$ cat config.mk
export PLATFORM = sky130hd
export DESIGN_NAME = ieeg_event_gate
export DESIGN_NICKNAME = d
export VERILOG_FILES = /design/src/design/ieeg_pkg.sv /design/src/design/ieeg_event_gate.sv
export SDC_FILE = /design/constraint.sdc
export NUM_CORES = 1
export LEC_CHECK = 0
export BUFFER_PORTS_ARGS = -buffer_cell sky130_fd_sc_hd__buf_2
export CORE_MARGIN = 10
export CORE_UTILIZATION = 53
export CTS_CLUSTER_SIZE = 14
export DETAILED_ROUTE_END_ITERATION = 8
export PLACE_DENSITY_LB_ADDON = 0.1
export SETUP_SLACK_MARGIN = 0.3
export SLEW_MARGIN = 25
export SYNTH_ARGS = -nofsm -noshare
export SYNTH_HDL_FRONTEND = slang
export SYNTH_SLANG_ARGS = --single-unit
$ cat constraint.sdc
create_clock -name mclk -period 5.3 [get_ports mclk]
set_clock_uncertainty 0.15 [all_clocks]
set_input_delay 1.06 -clock mclk [delete_from_list [all_inputs] [get_ports mclk]]
set_output_delay 1.06 -clock mclk [all_outputs]
set_load 0.05 [all_outputs]
$ cat src/design/ieeg_pkg.sv
// shared constants and carriers for the interrupt endpoint event gate
package ieeg_pkg;

    // register map, byte addresses on the 12-bit register port
    localparam logic [11:0] ADDR_EVENT_ENABLE = 12'h098;
    localparam logic [11:0] ADDR_PENDING = 12'h0a0;

    // enable register field positions
    localparam int BIT_ALWAYS_SEND = 31;
    localparam int BIT_OTP_WRITE_DONE = 28;
    localparam int BIT_TX_IDLE_START = 26;
    localparam int BIT_TX_IDLE_STOP = 25;
    localparam int BIT_RX_IDLE = 24;
    localparam int BIT_MAC_RESET_TIMEOUT = 23;
    localparam int BIT_RX_FIFO_OVERFLOW = 22;
    localparam int BIT_TRANSMIT_ERROR = 21;
    localparam int BIT_USB_STATUS = 20;
    localparam int BIT_TRANSMIT_DISABLED = 19;
    localparam int BIT_RECEIVE_DISABLED = 18;
    localparam int BIT_TRANSCEIVER = 17;
    localparam int BIT_DATA_PORT = 16;
    localparam int BIT_MAC_ERROR = 15;
    localparam int BIT_TX_FIFO_UNDERRUN = 14;
    localparam int BIT_TX_FIFO_OVERRUN = 13;
    localparam int BIT_FRAME_PENDING = 12;
    localparam int BIT_PIN_LSB = 0;
    localparam int PIN_COUNT = 12;
    localparam int USB_CHANGE_COUNT = 16;

    // reset value and writable bits (30, 29 and 27 are reserved, read zero)
    localparam logic [31:0] EVENT_ENABLE_RESET = 32'h0000_0000;
    localparam logic [31:0] EVENT_ENABLE_MASK = 32'h97ff_ffff;
    // bits that are event sources, the always-send bit is not one
    localparam logic [31:0] EVENT_SOURCE_MASK = 32'h17ff_ffff;

    // register port request
    typedef struct packed {
        logic [11:0] addr;
        logic [31:0] wdata;
        logic wr;
        logic rd;
    } ieeg_reg_req_s;

    // single-cycle event indications from the sources
    typedef struct packed {
        logic otp_write_done;
        logic energy_saving_tx_idle_start;
        logic energy_saving_tx_idle_stop;
        logic energy_saving_rx_idle;
        logic mac_reset_timeout;
        logic rx_fifo_overflow;
        logic transmit_error;
        logic transmit_disabled;
        logic receive_disabled;
        logic transceiver_event;
        logic data_port_event;
        logic mac_error;
        logic tx_fifo_underrun;
        logic tx_fifo_overrun;
        logic bulk_in_frame_pending;
        logic [11:0] pin_event;
    } ieeg_events_s;

    // answer to one poll of the interrupt endpoint
    typedef struct packed {
        logic send;
        logic no_data;
        logic [31:0] data;
    } ieeg_poll_ans_s;

endpackage

$ cat src/design/ieeg_event_gate.sv
// interrupt endpoint event gate: enable register, pending capture, poll answer
//
// Operation
// - bit 31 set: packet every interval
// - bit 28 gates fuse write done
// - bit 26 gates tx idle start
// - bit 25 gates tx idle stop
// - bit 24 gates rx idle event
// - bit 23 gates mac reset timeout
// - bit 22 gates rx fifo overflow
// - bit 21 gates transmit error
// - bit 20 gates usb status change
// - bit 19 gates transmit disabled
// - bit 18 gates receive disabled
// - bit 17 gates transceiver interrupt
// - bit 16 gates data port event
// - bit 15 gates mac error
// - bit 14 gates tx fifo underrun
// - bit 13 gates tx fifo overrun
// - bit 12 gates bulk-in frame pending
// - bits 11:0 gate twelve pin events
// - any usb change bit raises status event
`timescale 1ns/1ps
`default_nettype none

module ieeg_event_gate (
    input wire logic mclk,
    input wire logic resetn,
    input wire ieeg_pkg::ieeg_reg_req_s reg_req,
    output logic [31:0] reg_rdata,
    input wire ieeg_pkg::ieeg_events_s events,
    input wire logic [15:0] usb_status_change,
    input wire logic poll_req,
    output ieeg_pkg::ieeg_poll_ans_s poll_ans,
    output logic any_pending
);

    // enable register and its next value
    logic [31:0] enable_q;
    logic [31:0] enable_d;

    // register port decode
    logic enable_wr_sel;
    logic enable_rd_sel;
    logic pending_rd_sel;

    // named views of the enable register fields
    logic always_send_interrupt_packet;
    logic otp_write_done_enable;
    logic energy_saving_tx_idle_start_enable;
    logic energy_saving_tx_idle_stop_enable;
    logic energy_saving_rx_idle_enable;
    logic mac_reset_timeout_enable;
    logic rx_fifo_overflow_enable;
    logic transmit_error_enable;
    logic usb_status_change_enable;
    logic transmit_disabled_enable;
    logic receive_disabled_enable;
    logic transceiver_event_enable;
    logic data_port_event_enable;
    logic mac_error_enable;
    logic tx_fifo_underrun_enable;
    logic tx_fifo_overrun_enable;
    logic bulk_in_frame_pending_enable;
    logic [11:0] pin_event_enables;

    // readback image rebuilt from the fields
    logic [31:0] enable_image;

    // source events and their gates, both at enable bit positions
    logic usb_status_event;
    logic [31:0] event_vec;
    logic [31:0] gate_vec;
    logic [31:0] hit;

    // pending flags and poll decode
    logic [31:0] pending_q;
    logic [31:0] pending_d;
    logic send_now;
    logic poll_take;
    logic poll_empty;

    // poll answer, one flop per field
    logic ans_send_q;
    logic ans_no_data_q;
    logic [31:0] ans_data_q;

    // summary flag and read data
    logic any_pending_q;
    logic [31:0] rdata_d;
    logic [31:0] rdata_q;

    // register port decode; the master never raises both strobes at once
    assign enable_wr_sel = reg_req.wr & (reg_req.addr == ieeg_pkg::ADDR_EVENT_ENABLE);
    assign enable_rd_sel = reg_req.rd & (reg_req.addr == ieeg_pkg::ADDR_EVENT_ENABLE);
    assign pending_rd_sel = reg_req.rd & (reg_req.addr == ieeg_pkg::ADDR_PENDING);

    // next enable value; reserved bits 30, 29 and 27 never take a write
    always_comb begin
        enable_d = enable_q;
        if (enable_wr_sel) begin
            enable_d = reg_req.wdata & ieeg_pkg::EVENT_ENABLE_MASK;
        end
    end

    // enable register; cleared at reset so no source reaches the host early
    always_ff @(posedge mclk or negedge resetn) begin
        if (!resetn) begin
            enable_q <= ieeg_pkg::EVENT_ENABLE_RESET;
        end else begin
            enable_q <= enable_d;
        end
    end

    // field views, named after what each enable lets through
    assign always_send_interrupt_packet = enable_q[ieeg_pkg::BIT_ALWAYS_SEND];
    assign otp_write_done_enable = enable_q[ieeg_pkg::BIT_OTP_WRITE_DONE];
    assign energy_saving_tx_idle_start_enable = enable_q[ieeg_pkg::BIT_TX_IDLE_START];
    assign energy_saving_tx_idle_stop_enable = enable_q[ieeg_pkg::BIT_TX_IDLE_STOP];
    assign energy_saving_rx_idle_enable = enable_q[ieeg_pkg::BIT_RX_IDLE];
    assign mac_reset_timeout_enable = enable_q[ieeg_pkg::BIT_MAC_RESET_TIMEOUT];
    assign rx_fifo_overflow_enable = enable_q[ieeg_pkg::BIT_RX_FIFO_OVERFLOW];
    assign transmit_error_enable = enable_q[ieeg_pkg::BIT_TRANSMIT_ERROR];
    assign usb_status_change_enable = enable_q[ieeg_pkg::BIT_USB_STATUS];
    assign transmit_disabled_enable = enable_q[ieeg_pkg::BIT_TRANSMIT_DISABLED];
    assign receive_disabled_enable = enable_q[ieeg_pkg::BIT_RECEIVE_DISABLED];
    assign transceiver_event_enable = enable_q[ieeg_pkg::BIT_TRANSCEIVER];
    assign data_port_event_enable = enable_q[ieeg_pkg::BIT_DATA_PORT];
    assign mac_error_enable = enable_q[ieeg_pkg::BIT_MAC_ERROR];
    assign tx_fifo_underrun_enable = enable_q[ieeg_pkg::BIT_TX_FIFO_UNDERRUN];
    assign tx_fifo_overrun_enable = enable_q[ieeg_pkg::BIT_TX_FIFO_OVERRUN];
    assign bulk_in_frame_pending_enable = enable_q[ieeg_pkg::BIT_FRAME_PENDING];
    assign pin_event_enables = enable_q[ieeg_pkg::BIT_PIN_LSB +: ieeg_pkg::PIN_COUNT];

    // readback image from the fields, so reserved bits read zero by construction
    always_comb begin
        enable_image = 32'h0000_0000;
        enable_image[ieeg_pkg::BIT_ALWAYS_SEND] = always_send_interrupt_packet;
        enable_image[ieeg_pkg::BIT_OTP_WRITE_DONE] = otp_write_done_enable;
        enable_image[ieeg_pkg::BIT_TX_IDLE_START] = energy_saving_tx_idle_start_enable;
        enable_image[ieeg_pkg::BIT_TX_IDLE_STOP] = energy_saving_tx_idle_stop_enable;
        enable_image[ieeg_pkg::BIT_RX_IDLE] = energy_saving_rx_idle_enable;
        enable_image[ieeg_pkg::BIT_MAC_RESET_TIMEOUT] = mac_reset_timeout_enable;
        enable_image[ieeg_pkg::BIT_RX_FIFO_OVERFLOW] = rx_fifo_overflow_enable;
        enable_image[ieeg_pkg::BIT_TRANSMIT_ERROR] = transmit_error_enable;
        enable_image[ieeg_pkg::BIT_USB_STATUS] = usb_status_change_enable;
        enable_image[ieeg_pkg::BIT_TRANSMIT_DISABLED] = transmit_disabled_enable;
        enable_image[ieeg_pkg::BIT_RECEIVE_DISABLED] = receive_disabled_enable;
        enable_image[ieeg_pkg::BIT_TRANSCEIVER] = transceiver_event_enable;
        enable_image[ieeg_pkg::BIT_DATA_PORT] = data_port_event_enable;
        enable_image[ieeg_pkg::BIT_MAC_ERROR] = mac_error_enable;
        enable_image[ieeg_pkg::BIT_TX_FIFO_UNDERRUN] = tx_fifo_underrun_enable;
        enable_image[ieeg_pkg::BIT_TX_FIFO_OVERRUN] = tx_fifo_overrun_enable;
        enable_image[ieeg_pkg::BIT_FRAME_PENDING] = bulk_in_frame_pending_enable;
        enable_image[ieeg_pkg::BIT_PIN_LSB +: ieeg_pkg::PIN_COUNT] = pin_event_enables;
    end

    // status change is the OR of every change bit, held while any stays set
    assign usb_status_event = |usb_status_change;

    // place each source at the bit position of its enable
    always_comb begin
        event_vec = 32'h0000_0000;
        event_vec[ieeg_pkg::BIT_OTP_WRITE_DONE] = events.otp_write_done;
        event_vec[ieeg_pkg::BIT_TX_IDLE_START] = events.energy_saving_tx_idle_start;
        event_vec[ieeg_pkg::BIT_TX_IDLE_STOP] = events.energy_saving_tx_idle_stop;
        event_vec[ieeg_pkg::BIT_RX_IDLE] = events.energy_saving_rx_idle;
        event_vec[ieeg_pkg::BIT_MAC_RESET_TIMEOUT] = events.mac_reset_timeout;
        event_vec[ieeg_pkg::BIT_RX_FIFO_OVERFLOW] = events.rx_fifo_overflow;
        event_vec[ieeg_pkg::BIT_TRANSMIT_ERROR] = events.transmit_error;
        event_vec[ieeg_pkg::BIT_USB_STATUS] = usb_status_event;
        event_vec[ieeg_pkg::BIT_TRANSMIT_DISABLED] = events.transmit_disabled;
        event_vec[ieeg_pkg::BIT_RECEIVE_DISABLED] = events.receive_disabled;
        event_vec[ieeg_pkg::BIT_TRANSCEIVER] = events.transceiver_event;
        event_vec[ieeg_pkg::BIT_DATA_PORT] = events.data_port_event;
        event_vec[ieeg_pkg::BIT_MAC_ERROR] = events.mac_error;
        event_vec[ieeg_pkg::BIT_TX_FIFO_UNDERRUN] = events.tx_fifo_underrun;
        event_vec[ieeg_pkg::BIT_TX_FIFO_OVERRUN] = events.tx_fifo_overrun;
        event_vec[ieeg_pkg::BIT_FRAME_PENDING] = events.bulk_in_frame_pending;
        event_vec[ieeg_pkg::BIT_PIN_LSB +: ieeg_pkg::PIN_COUNT] = events.pin_event;
    end

    // gate vector at the source positions; always-send and reserved
    // positions stay 0 so they can never hold a pending flag
    always_comb begin
        gate_vec = 32'h0000_0000;
        gate_vec[ieeg_pkg::BIT_OTP_WRITE_DONE] = otp_write_done_enable;
        gate_vec[ieeg_pkg::BIT_TX_IDLE_START] = energy_saving_tx_idle_start_enable;
        gate_vec[ieeg_pkg::BIT_TX_IDLE_STOP] = energy_saving_tx_idle_stop_enable;
        gate_vec[ieeg_pkg::BIT_RX_IDLE] = energy_saving_rx_idle_enable;
        gate_vec[ieeg_pkg::BIT_MAC_RESET_TIMEOUT] = mac_reset_timeout_enable;
        gate_vec[ieeg_pkg::BIT_RX_FIFO_OVERFLOW] = rx_fifo_overflow_enable;
        gate_vec[ieeg_pkg::BIT_TRANSMIT_ERROR] = transmit_error_enable;
        gate_vec[ieeg_pkg::BIT_USB_STATUS] = usb_status_change_enable;
        gate_vec[ieeg_pkg::BIT_TRANSMIT_DISABLED] = transmit_disabled_enable;
        gate_vec[ieeg_pkg::BIT_RECEIVE_DISABLED] = receive_disabled_enable;
        gate_vec[ieeg_pkg::BIT_TRANSCEIVER] = transceiver_event_enable;
        gate_vec[ieeg_pkg::BIT_DATA_PORT] = data_port_event_enable;
        gate_vec[ieeg_pkg::BIT_MAC_ERROR] = mac_error_enable;
        gate_vec[ieeg_pkg::BIT_TX_FIFO_UNDERRUN] = tx_fifo_underrun_enable;
        gate_vec[ieeg_pkg::BIT_TX_FIFO_OVERRUN] = tx_fifo_overrun_enable;
        gate_vec[ieeg_pkg::BIT_FRAME_PENDING] = bulk_in_frame_pending_enable;
        gate_vec[ieeg_pkg::BIT_PIN_LSB +: ieeg_pkg::PIN_COUNT] = pin_event_enables;
    end

    // a packet goes out when always-send is on or anything is pending
    assign send_now = always_send_interrupt_packet | (|pending_q);

    // a poll either takes the pending snapshot or gets a no-data answer
    assign poll_take = poll_req & send_now;
    assign poll_empty = poll_req & ~send_now;

    // per-source gate and sticky pending flag
    genvar gi;
    generate
        for (gi = 0; gi < 32; gi++) begin : g_src
            // an event only counts while its enable holds 1
            assign hit[gi] = event_vec[gi] & gate_vec[gi] & ieeg_pkg::EVENT_SOURCE_MASK[gi];
            // new hit beats the clear of a sent packet; disabling drops the flag
            assign pending_d[gi] = hit[gi]
                | (pending_q[gi] & gate_vec[gi] & ~poll_take);
        end
    endgenerate

    // pending flags; an event in the poll cycle waits for the next poll
    always_ff @(posedge mclk or negedge resetn) begin
        if (!resetn) begin
            pending_q <= 32'h0000_0000;
        end else begin
            pending_q <= pending_d;
        end
    end

    // packet flag, one cycle after a poll that found something to send
    always_ff @(posedge mclk or negedge resetn) begin
        if (!resetn) begin
            ans_send_q <= 1'b0;
        end else begin
            ans_send_q <= poll_take;
        end
    end

    // no-data flag, the answer while always-send is clear and nothing pends
    always_ff @(posedge mclk or negedge resetn) begin
        if (!resetn) begin
            ans_no_data_q <= 1'b0;
        end else begin
            ans_no_data_q <= poll_empty;
        end
    end

    // pending snapshot; zero unless a packet goes out, so a no-data
    // answer never shows stale flags
    always_ff @(posedge mclk or negedge resetn) begin
        if (!resetn) begin
            ans_data_q <= 32'h0000_0000;
        end else begin
            ans_data_q <= poll_take ? pending_q : 32'h0000_0000;
        end
    end

    // summary from the next state, so it lines up with the pending flags;
    // it falls when the host polls and drains them, or when their enables are cleared
    always_ff @(posedge mclk or negedge resetn) begin
        if (!resetn) begin
            any_pending_q <= 1'b0;
        end else begin
            any_pending_q <= |pending_d;
        end
    end

    // read data mux; unmapped addresses and idle cycles read as zero
    always_comb begin
        rdata_d = 32'h0000_0000;
        if (enable_rd_sel) begin
            rdata_d = enable_image;
        end else if (pending_rd_sel) begin
            rdata_d = pending_q;
        end
    end

    // read data register; stands only in the cycle after a read strobe
    always_ff @(posedge mclk or negedge resetn) begin
        if (!resetn) begin
            rdata_q <= 32'h0000_0000;
        end else begin
            rdata_q <= rdata_d;
        end
    end

    // every output straight from a flop
    assign reg_rdata = rdata_q;
    assign poll_ans = '{send: ans_send_q, no_data: ans_no_data_q, data: ans_data_q};
    assign any_pending = any_pending_q;

endmodule

`default_nettype wire

# After elaboration in Yosys (flattened, before gate mapping)
# Index checks and enable logic that the tools add are counted.
[totals]
in_bits = 92
elab_cells = 135
ff_bits = 124
[classes]
reduce_logical = 3
muxes = 3
eq_ne = 2
bitwise_logic = 120
[op_table]
columns = ["cell", "n"]
rows = [
  ["bitwise AND 1 bit", 89],
  ["2-to-1 mux 29 bit", 2],
  ["OR reduction 28 bit", 2],
  ["2-to-1 mux 32 bit", 1],
  ["OR 1 bit", 29],
  ["equality test 12 x 8 -> 1 bit (second input constant)", 2],
  ["OR reduction 16 bit", 1],
  ["NOT 1 bit", 2],
]

# Logic depth before layout (Yosys ltp)
# Gate-level depths: netlist of run 1.
[depth]
depth_word = 7
ltp_mapped = 8

# Worst setup path before layout of run 1
# Ideal clock, no wire load.
[synth_timing]
path_type = "input port to flip-flop"
startpoint = "in reg_req[43] (netlist bit)"
endpoint = "reg rdata_q[10] (netlist: reg_rdata[10])"
setup_slack_ns = 2.570
required_ns = 5.086
t_arrival_ns = 2.516
cell_stages = 7
setup_time_ns = 0.064
cell_sequence = "nor4_1 -> nand3b_1 -> nor4_2 -> nand2_1 -> nor4b_4 -> buf_6 -> a22o_2"
[synth_via]
elab_chain_cells = 4
[synth_rtl]
columns = ["item", "line", "source"]
rows = [
  ["start, declared", "ieeg_event_gate.sv:29", "input wire ieeg_pkg::ieeg_reg_req_s reg_req,"],
  ["equality test 12 x 8 -> 1 bit", "ieeg_event_gate.sv:96", "assign pending_rd_sel = reg_req.rd & (reg_req.addr == ieeg_pkg::ADDR_PENDING);"],
  ["bitwise AND 1 bit", "ieeg_event_gate.sv:96", ""],
  ["2-to-1 mux 29 bit", "ieeg_event_gate.sv:277", "end else if (pending_rd_sel) begin"],
  ["2-to-1 mux 32 bit *", "ieeg_event_gate.sv:275", "if (enable_rd_sel) begin"],
  ["net rdata_d[10]", "ieeg_event_gate.sv:90", "logic [31:0] rdata_d;"],
  ["end signal, assigned", "ieeg_event_gate.sv:287", "rdata_q <= rdata_d;"],
  ["end, declared", "ieeg_event_gate.sv:91", "logic [31:0] rdata_q;"],
]
# The timed path passes the listed nets; every way through them passes the cells marked *.
# A chain may end at the register's enable or synchronous reset.

# Worst setup path in the final report of run 1
[layout_timing]
startpoint = "in poll_req"
endpoint = "reg any_pending_q (netlist: any_pending)"
[layout_via]
elab_chain_cells = 5
[layout_rtl]
columns = ["item", "line", "source"]
rows = [
  ["start, declared", "ieeg_event_gate.sv:33", "input wire logic poll_req,"],
  ["bitwise AND 1 bit *", "ieeg_event_gate.sv:210", "assign poll_take = poll_req & send_now;"],
  ["NOT 1 bit *", "ieeg_event_gate.sv:221", "| (pending_q[gi] & gate_vec[gi] & ~poll_take);"],
  ["bitwise AND 1 bit", "ieeg_event_gate.sv:221", ""],
  ["OR 1 bit", "ieeg_event_gate.sv:221", ""],
  ["OR reduction 28 bit *", "ieeg_event_gate.sv:268", "any_pending_q <= |pending_d;"],
  ["end signal, assigned", "ieeg_event_gate.sv:268", ""],
  ["end, declared", "ieeg_event_gate.sv:89", "logic any_pending_q;"],
]
# Mark *: on every way between the ends. The rest lies on a longest branch, timed or not.

==> out/qor.yml, run 1 <==
status:
  outcome: "completed"
synth:
  ys.warnings.count: 0
  synth_flop_cell: "dfrtp_1"
  syn_inst: 338
  synth_edf_count: 0
  yosysUniqueCellTypes: 35
  synthArstFlopShare_pct: 100
  seq_area_frac_synth_pct: 64.6
  avgSynthCellArea_um2: 13.4
  synth_area_um2: 4530
  synth_seq_cells: 117
pwr:
  combinationalPowerShare_pct: 4.3
  clock_power_share_pct: 53.0
  leakagePower_nw: 3.27
  p_int_mw: 1.66
  power_density_nw_per_um2: 358
  p_seq_share_pct: 42.7
  power_switching_mw: 0.442
  irDropWorstVdd_v: 0.000247
  netSwitchingFraction_pct: 21.0
clock_tree:
  clk_latency_ps: 500
  postCtsHoldBufs: 0
  path_clk_slew_ps: 60
  cts_max_level: 4
  clockBufferDepth: 2
  cts_setup_buffers: 0
  cts_buffers: 17
  cts_tree: "built"
  cts_resized: 0
  root_buffer: "clkbuf_8"
  clock-sinks: 117
sta:
  relSlewSlack_pct: 49.6
  drv_slew: 0
  holdWs_ps: 367
  fin_tns_setup_ps: 0
  rsz0062_at_grt: "no"
  fmax_mhz: 338
  finalSetupViolations: 0
  fin_crit_ps: 2960
  fin_crit_sh_pct: 55.9
  worst_pin_slew_ps: 756
  hold_violations: 0
final_layout:
  multi_input_area_um2: 1400
  fill_cells: 602
  register_area_um2: 2930
  area_growth_syn_to_layout_pct: 29.8
  final_common_cell: "buf_2"
  final_cell_mix: "buf_2, dfrtp_1, mux2_2"
  diodes: 0
  nets: 585
  final_area_um2: 5880
  layout-drive-gt1-share_pct: 46.9
  final_core_util_pct: 71.2
min_path:
  hold_class: "reg -> reg"
worst_setup_path:
  path_class: "in -> reg"
  path_cells: "buf_2 -> clkinv_1 -> a211oi_1 -> o22ai_1 -> or4_1 -> nor4_1 -> nand4_1"
  startpoint_type: "input pin"
  crit_path_top_delay_cell: "clkinv_1"
  cp-end-kind: "register"
  slowest_delay_ps: 410
  crit_path_max_fanout: 19
  cp_data_required_time_ps: 5500
  arrival_ps: 3160
routing:
  viasPerCell: 5.26
  post_drt_wl_per_cell_um: 19.5
  vias: 3207
  drc_errors: 0
  dr.pass1.iters: 4
  drt_iter0_drc: 92
  totalWireLength_um: 11900
  ant_nets: 0
die:
  die-area_um2: 12600
  io-pin-count: 159
  initial_core_util_pct: 54.8
  die_x_um: 112
  dieHeight_um: 112
  core.rowCount: 33
  core_area_um2: 8260
placed_design:
  post_dp_cell_area_um2: 5290
  place.gp.congestion: 0.767
  dp_hpwl_um: 8250
  portBuffers: 148
global_routing:
  grt-ovfl-total: 0
  antenna_found_initial: 0
  grt_util_all_layers_pct: 19.0
  grt_start_max_net_pins: 87
  grt_pass1_vias: 3604
  grt_pass1_wl_um: 19000
job:
  maxCapViolations: 0
-- worst max-delay path, delay by kind of cell --
family / cells / cell delay (ps)
AO/OA/AOI/OAI: 2 / 480
buffers and inverters: 2 / 760
AND/OR/NAND/NOR: 3 / 840
-- path summary, 6_finish.rpt --
check,start,endpoint,slack (ps),cells past startpoint
worst max-delay path,poll_req,any_pending$_DFF_PN0_,2340,7
worst min-delay path,enable_q[23]$_DFFE_PN0P_,reg_rdata[23]$_DFF_PN0_,370,1
worst max register to register,pending_q[7]$_DFF_PN0_,any_pending$_DFF_PN0_,2850,7
worst min register to register,enable_q[23]$_DFFE_PN0P_,reg_rdata[23]$_DFF_PN0_,370,1
max in group asynchronous,resetn,pending_q[17]$_DFF_PN0_,3640,2
min in group asynchronous,resetn,reg_rdata[4]$_DFF_PN0_,440,1
-- routing by layer --
layer	up-vias	wire (um)	track usage (%)
li1	1503	-	-
met1	1577	4920	22.2
met2	116	6030	31.6
met3	11	835	7.29
met4	0	117	5.67
met5	-	0	0
-- logic make-up after synthesis --
group / share of synthesized area (%)
simple gates: 11.2
mux: 7.21
buf+inv: 5.05
flops: 64.6
compound gates: 11.8
other cells: 0.0828
-- area by class of cell --
cell class                 instances  area share (%)
inverter                          16            1.02
clock inverter                     9            2.17
clock buffer                      22            7.71
tap                              105            2.24
sequential                       117            49.8
timing repair buffer             152            13.2
multi-input combinational        189            23.8
-- Yosys cell counts (2+ instances only) --
library cell,n,share of area (%)
a211oi_1,2,0.33
a21oi_1,12,1.3
a22o_1,8,1.5
a22o_2,20,4.4
a31oi_1,14,1.9
and2_1,28,3.9
and4_4,2,0.50
buf_2,3,0.33
buf_4,9,1.5
buf_6,3,0.75
clkbuf_1,4,0.33
dfrtp_1,117,65
inv_1,15,1.2
mux2_2,29,7.2
nand2_1,2,0.17
nand4_1,2,0.28
nor2_1,6,0.50
nor2b_1,11,1.5
nor3_1,3,0.33
nor4_1,14,1.9
o21ai_0,17,1.9
or4_1,4,0.66
-- sequential cells by signal, summed over array words and instances, names as in the netlist --
register / cells
ans_no_data_q: 1
pending_q: 28
reg_rdata: 29
any_pending: 1
enable_q: 29
ans_data_q: 28
ans_send_q: 1
-- power by group through the flow --
stage,clock network (mW),logic [mW],registers (mW)
after global placement,0,0.0899,0.914
after CTS,1.12,0.0925,0.899
final,1.12,0.0910,0.899
after floorplan,0,0.0390,0.916
after global routing,1.17,0.101,0.898
after detailed placement,0,0.0920,0.914
-- through the flow --
step | power, mW | std cells | worst slack [ps]
2_1_floorplan | 0.955 | 344 | 2570
3_3_place_gp | 1.00 | 579 | 1820
6_report | 2.11 | 610 | 2340
5_1_grt | 2.17 | 610 | 2200
3_5_place_dp | 1.01 | 579 | 1790
4_1_cts | 2.12 | 610 | 2310
Note: power is estimated with default switching activity, not from simulation.
==> run 2, diff against run 1 <==
Settings changed: ABC_AREA from default to 1, CORE_UTILIZATION 53 to 50.
Clock period 5.3 ns to 2.9 ns, I/O delays scaled along.
==> out/qor.yml, run 2 <==
status:
  outcome: "completed"
sta:
  relSlewSlack_pct: 58.3  # +8.7 points
  fin_crit_sh_pct: 70.7
  rsz0062_at_grt: "no"
  finalSetupViolations: 0  # unchanged
  hold_violations: 0  # unchanged
  drv_slew: 0  # unchanged
  worst_pin_slew_ps: 625  # -130 ps
  fin_crit_ps: 2050
  fin_tns_setup_ps: 0  # unchanged
  holdWs_ps: 163  # -204 ps
  fmax_mhz: 488
placed_design:
  portBuffers: 148  # unchanged
  dp_hpwl_um: 8620  # +4.6%
  dp_cells: 782  # +35%
  place.gp.congestion: 0.785  # +2.4%
routing:
  totalWireLength_um: 12200  # +2.6%
  drc_errors: 0  # unchanged
  viasPerCell: 4.81  # -8.6%
  ant_nets: 0  # unchanged
  vias: 3921  # +22%
  post_drt_wl_per_cell_um: 15.0  # -23%
  drt_iter0_drc: 159  # +73%
  dr.pass1.iters: 4  # unchanged
final_layout:
  area_growth_syn_to_layout_pct: 30.0
  final-instance-count-excl-fill: 816  # +34%
  final_cell_mix: "buf_2, dfrtp_1, nand2_1"
  fill_cells: 793  # +32%
  final_common_cell: "buf_2"
  layout-drive-gt1-share_pct: 31.6  # -15 points
  final_core_util_pct: 66.9  # -4.3 points
  nets: 765  # +31%
clock_tree:
  cts_setup_buffers: 0  # unchanged
  clk_latency_ps: 500  # about the same
  path_clk_slew_ps: 60  # about the same
  cts_max_level: 4  # unchanged
  root_buffer: "clkbuf_8"
  clockBufferDepth: 2  # unchanged
  cts_buffers: 17  # unchanged
  clock-sinks: 117  # unchanged
  cts_tree: "built"
pwr:
  irDropWorstVdd_v: 0.000371  # +50%
  power_density_nw_per_um2: 663  # +85%
  p_total_mw: 4.11  # +95%
  leakagePower_nw: 3.58  # +9.5%
die:
  core.rowCount: 35  # +6.1%
  dieHeight_um: 118  # +4.7%
  die_x_um: 118  # +4.7%
  die-area_um2: 13900  # +9.6%
  io-pin-count: 159  # unchanged
  core_area_um2: 9280  # +12%
  initial_core_util_pct: 51.4  # -3.4 points
synth:
  yosysUniqueCellTypes: 25  # -29%
  seq_area_frac_synth_pct: 61.3  # -3.3 points
  synth_flop_cell: "dfrtp_1"
  yosysMostFrequentCell: "dfrtp_1"
  syn_inst: 518  # +53%
  yosys.area.top_type: "dfrtp_1"
  yosysTopAreaCellShare_pct: 61.3  # -3.3 points
  synth_seq_cells: 117  # unchanged
  synth_edf_count: 0  # unchanged
  ys.warnings.count: 0  # unchanged
  synthTopCellsByArea: "dfrtp_1, nand2_1, nor2_1, inv_1, o22ai_1"
  avgSynthCellArea_um2: 9.21  # -31%
  synthTopCellsByCount: "dfrtp_1, nand2_1, nor2_1"
  synthArstFlopShare_pct: 100  # unchanged
  synth_area_um2: 4770  # +5.4%
worst_setup_path:
  cp_data_required_time_ps: 3140  # -2360 ps
  crit_path_top_delay_cell: "dfrtp_1"
  slowest_delay_ps: 380  # -30 ps
  crit_path_max_fanout: 27  # +8
  path_cells: "inv_2 -> nand2_1 -> nor2_1 -> nand2_1 -> nor2_2 -> nand2_2 -> nand2_4 -> buf_12 -> a21boi_2 -> nand2_1 -> nor2_1 -> nand2_1 -> nor2_1 -> nand2_1"
  cp-end-kind: "register"
  path_class: "reg -> reg"
  crit_top_cell: "nand2_1"
  arrival_ps: 2290  # -870 ps
  startpoint_type: "register"
global_routing:
  grtUsageMet2_pct: 30.4  # -1.2 points
  grt_pass1_vias: 4222  # +17%
  grt_util_all_layers_pct: 18.0  # -0.93 points
  grt-ovfl-total: 0  # unchanged
  antenna_found_initial: 1  # +1
  met3_usage_pct: 6.91  # -0.39 points
  top_usage_layer: "met2"
  grt_pass1_wl_um: 20300  # +6.9%
  grt_start_max_net_pins: 62  # -29%
  grt_use_met1_pct: 20.1  # -2.0 points
job:
  maxCapViolations: 0  # unchanged
min_path:
  hold_class: "in -> reg"
## run 2: cell count changes in the layout (fill, tap and decap cells not counted), moves of 12 or more
| cell | before | now |
|---|---|---|
| o22ai_1 | 1 | 28 |
| nand2_1 | 2 | 93 |
| and2_1 | 28 | 0 |
| inv_1 | 15 | 82 |
| a31oi_1 | 14 | 0 |
| a21oi_1 | 12 | 29 |
| nor2_1 | 6 | 87 |
| a22o_2 | 20 | 0 |
| inv_2 | 0 | 15 |
| nor4_1 | 14 | 2 |
| o21ai_0 | 17 | 1 |
| mux2_2 | 29 | 0 |
## run 2: worst max-delay path: cells and delay by family, from the launching register on
| family | cells | cell delay (ps) |
|---|---|---|
| compound gates | 1 | 160 |
| buf+inv | 2 | 300 |
| flops | 1 | 380 |
| simple gates | 11 | 920 |
## run 2: logic make-up (layout without fill, tap and decap cells)
logic type | count (synthesis) | in the layout | synth area share (%)
simple gates | 203 | 203 | 17.2
buf+inv | 123 | 285 | 11.1
flops | 117 | 117 | 61.3
compound gates | 74 | 74 | 10.2
other cells | 1 | 8 | 0.0786
## run 2: per-layer routing
layer  wire [um]  up-vias  part of all wire (%)
li1            -     1892                     -
met1        5040     1870                    41
met2        6110      142                    50
met3         894       17                   7.3
met4         181        0                   1.5
met5           0        -                     0
## run 2: worst paths after layout
kind                                    startpoint                  endpoint  slack (ps)  depth (start not counted)
max in group asynchronous                   resetn   ans_data_q[8]$_DFF_PN0_        1360                          3
min reg2reg                pending_q[21]$_DFF_PN0_  ans_data_q[21]$_DFF_PN0_         380                          2
min                                     events[21]   pending_q[22]$_DFF_PN0_         160                          3
min in group asynchronous                   resetn  enable_q[23]$_DFFE_PN0P_         490                          2
max                        pending_q[19]$_DFF_PN0_     any_pending$_DFF_PN0_         850                         14
max reg2reg                pending_q[19]$_DFF_PN0_     any_pending$_DFF_PN0_         850                         14
## run 2: metrics by stage
step,setup slack (ps),instance area [um2]
after global placement,829,5620
after detailed placement,803,5620
after global routing,576,6200
after floorplan,1130,4800
final,850,6210
after CTS,799,6200
## run 2: what timing repair did
item | 4_1_cts | 5_1_grt
hold buffers | 1 | 0
gates resized for setup | 0 | 0
endpoints found under the hold margin | 45 | 0
## run 2: cell type report
| class | instances | area (um2) | area share, % |
|---|---|---|---|
| Antenna cell | 1 | 2.50 | 0.0403 |
| Clock buffer | 19 | 422 | 6.79 |
| Clock inverter | 13 | 158 | 2.54 |
| Inverter | 97 | 364 | 5.87 |
| Multi-Input combinational cell | 284 | 1340 | 21.6 |
| Sequential cell | 117 | 2930 | 47.2 |
| Tap cell | 129 | 161 | 2.60 |
| Timing Repair Buffer | 156 | 831 | 13.4 |
## run 2: report_power, final
part           internal [mW]  switching [mW]
logic                  0.113           0.270
clock network           1.30           0.714
registers               1.69          0.0260
==> run 3, diff against run 2 <==
Settings changed: ABC_AREA 1 to 0, CORE_UTILIZATION 50 to 45.
Clock period 2.9 ns to 1.69 ns, I/O delays scaled along.
==> out/qor.yml, run 3 (synthesis gave the netlist of run 1 again) <==
status:
  outcome: "complete, but fails checks"
  violations: "negative hold slack, negative setup slack"
pwr:
  leakagePower_nw: 4.29  # +20%
  combinationalPowerShare_pct: 7.0  # -2.3 points
  p_seq_share_pct: 41.0  # -0.7 points
  irDropWorstVdd_v: 0.000566  # +52%
  power_switching_mw: 1.49  # +48%
  power_density_nw_per_um2: 843  # +27%
  netSwitchingFraction_pct: 21.7  # -2.9 points
  clock_power_share_pct: 52.0  # +3.0 points
  p_int_mw: 5.38  # +73%
clock_tree:
  cts_tree: "built"
  clockBufferDepth: 2  # unchanged
  clk_latency_ps: 520  # +20 ps
  cts_max_level: 4  # unchanged
  path_clk_slew_ps: 60  # about the same
  postCtsHoldBufs: 33  # +32
  clock-sinks: 117  # unchanged
  root_buffer: "clkbuf_8"
  cts_buffers: 17  # unchanged
sta:
  fmax_mhz: 433  # -11%
  worst_pin_slew_ps: 558  # -67.1 ps
  holdWs_ps: -47.6  # -210 ps
  rsz0062_at_grt: "yes"
  fin_crit_sh_pct: 137  # +66 points
  finalSetupViolations: 45  # +45
  hold_violations: 15  # +15
  fin_tns_setup_ps: -12310  # -12,310 ps
  drv_slew: 0  # unchanged
  fin_crit_ps: 2310  # +260 ps
  timing.final.ws_setup_ps: -619  # -1470 ps
  relSlewSlack_pct: 62.4  # +4.1 points
die:
  die_x_um: 120  # +2.2%
  io-pin-count: 159  # unchanged
  dieHeight_um: 120  # +2.2%
  initial_core_util_pct: 46.3  # -5.1 points
  core_area_um2: 9770  # +5.3%
  die-area_um2: 14500  # +4.5%
  core.rowCount: 36  # +2.9%
worst_setup_path:
  crit_path_top_delay_cell: "or4_1"
  worstRegToRegCells: 9  # -5
  r2r_setup_slack_ps: -620  # -1470 ps
  worstReg2RegEnd: "any_pending$_DFF_PN0_"
  crit_path_max_fanout: 4  # -85%
  cp-end-kind: "register"
  slowest_delay_ps: 460  # +80 ps
  path_delay_family: "simple AND/OR/NAND/NOR gates"
  critPathLaunch: "pending_q[4]$_DFF_PN0_"
  arrival_ps: 2550  # +260 ps
  cp_data_required_time_ps: 1930  # -1210 ps
  startpoint_type: "register"
  path_class: "reg -> reg"
  critPathBufInv: 2  # unchanged
  path_cells: "nor4_2 -> buf_4 -> and4_4 -> buf_4 -> a211oi_4 -> o22ai_1 -> or4_1 -> nor4_2 -> nand4_1"
  rr_startpoint: "pending_q[4]$_DFF_PN0_"
final_layout:
  final_common_cell: "dfrtp_1"
  final_cell_mix: "dfrtp_1, buf_2, buf_6"
  area_growth_syn_to_layout_pct: 80.0
  diodes: 0  # -1
  final_core_util_pct: 83.4  # +17 points
  final_area_um2: 8150  # +31%
  layout-drive-gt1-share_pct: 59.2  # +28 points
  nets: 702  # -8.2%
  fill_cells: 495  # -38%
routing:
  drc_errors: 0  # unchanged
  viasPerCell: 5.19  # +8.0%
  drt_iter0_drc: 248  # +56%
  vias: 3925  # +0.10%
  post_drt_wl_per_cell_um: 21.9  # +46%
  ant_nets: 0  # unchanged
  dr.pass1.iters: 4  # unchanged
  totalWireLength_um: 16600  # +35%
placed_design:
  place.gp.congestion: 0.808  # +3.0%
  dp_hpwl_um: 8830  # +2.3%
  pre_cts_slack_ps: -642  # -1440 ps
  portBuffers: 148  # unchanged
  post_dp_cell_area_um2: 5840  # +4.0%
global_routing:
  grt_util_all_layers_pct: 20.4  # +2.4 points
  grt_start_max_net_pins: 83  # +34%
  antenna_found_initial: 0  # -1
  grt_pass1_vias: 4207  # -0.36%
  grt_pass1_wl_um: 22600  # +12%
  grt-ovfl-total: 0  # unchanged
job:
  maxCapViolations: 0  # unchanged
min_path:
  min_path_cells: 3  # unchanged
  whs_endpoint: "pending_q[16]$_DFF_PN0_"
  worstHoldStart: "events[16]"
  hold_class: "in -> reg"
run 3: worst max path at each step:
stage,end,slack [ps],cells after the start
floorplan,reg_rdata[10]$_DFF_PN0_,-300,7
global placement,any_pending$_DFF_PN0_,-560,8
detailed placement,any_pending$_DFF_PN0_,-640,8
CTS,any_pending$_DFF_PN0_,-510,8
global route,any_pending$_DFF_PN0_,-760,9
finish,any_pending$_DFF_PN0_,-620,9
run 3: final cells by class:
class                           count  area [um2]  share of cell area [%]
Inverter                           16        72.6                   0.890
Tap cell                          133         166                    2.04
Timing Repair Buffer              266        2390                    29.3
Clock buffer                       23         467                    5.73
Clock inverter                      9         125                    1.53
Timing Repair inverter              2        27.5                   0.338
Sequential cell                   117        2930                    35.9
Multi-Input combinational cell    190        1980                    24.3
run 3: worst min-delay path: cells and delay by family:
kind                   cells  cell delay (ps)
AO/OA/AOI/OAI              1               90
buffers and inverters      2              150
run 3: what timing repair did:
| action | CTS | global route |
|---|---|---|
| pin swaps | 11 | 23 |
| setup buffers | 11 | 5 |
| gates cloned | 6 | 6 |
| setup endpoints to repair | 169 | 169 |
| hold endpoints to repair | 168 | 18 |
| resized for setup | 175 | 80 |
run 3: layer usage:
layer	vias to the layer above	global-route usage (%)	wire length, um
li1	1755	-	-
met1	1994	23.5	6680
met2	143	35.2	8560
met3	33	5.54	1000
met4	0	8.22	319
met5	-	0	0
run 3: per-stage QoR:
| stage | power, mW | std cells |
|---|---|---|
| after floorplan | 3.00 | 344 |
| after global placement | 3.19 | 663 |
| after detailed placement | 3.19 | 663 |
| after CTS | 6.86 | 745 |
| after global routing | 7.07 | 756 |
| final | 6.87 | 756 |
run 3: power groups by stage:
stage	sequential, mW	combinational, mW	clock [mW]
6_report	2.82	0.480	3.57
5_1_grt	2.82	0.515	3.74
4_1_cts	2.82	0.440	3.60
3_5_place_dp	2.87	0.329	0
3_3_place_gp	2.87	0.323	0
2_1_floorplan	2.87	0.130	0
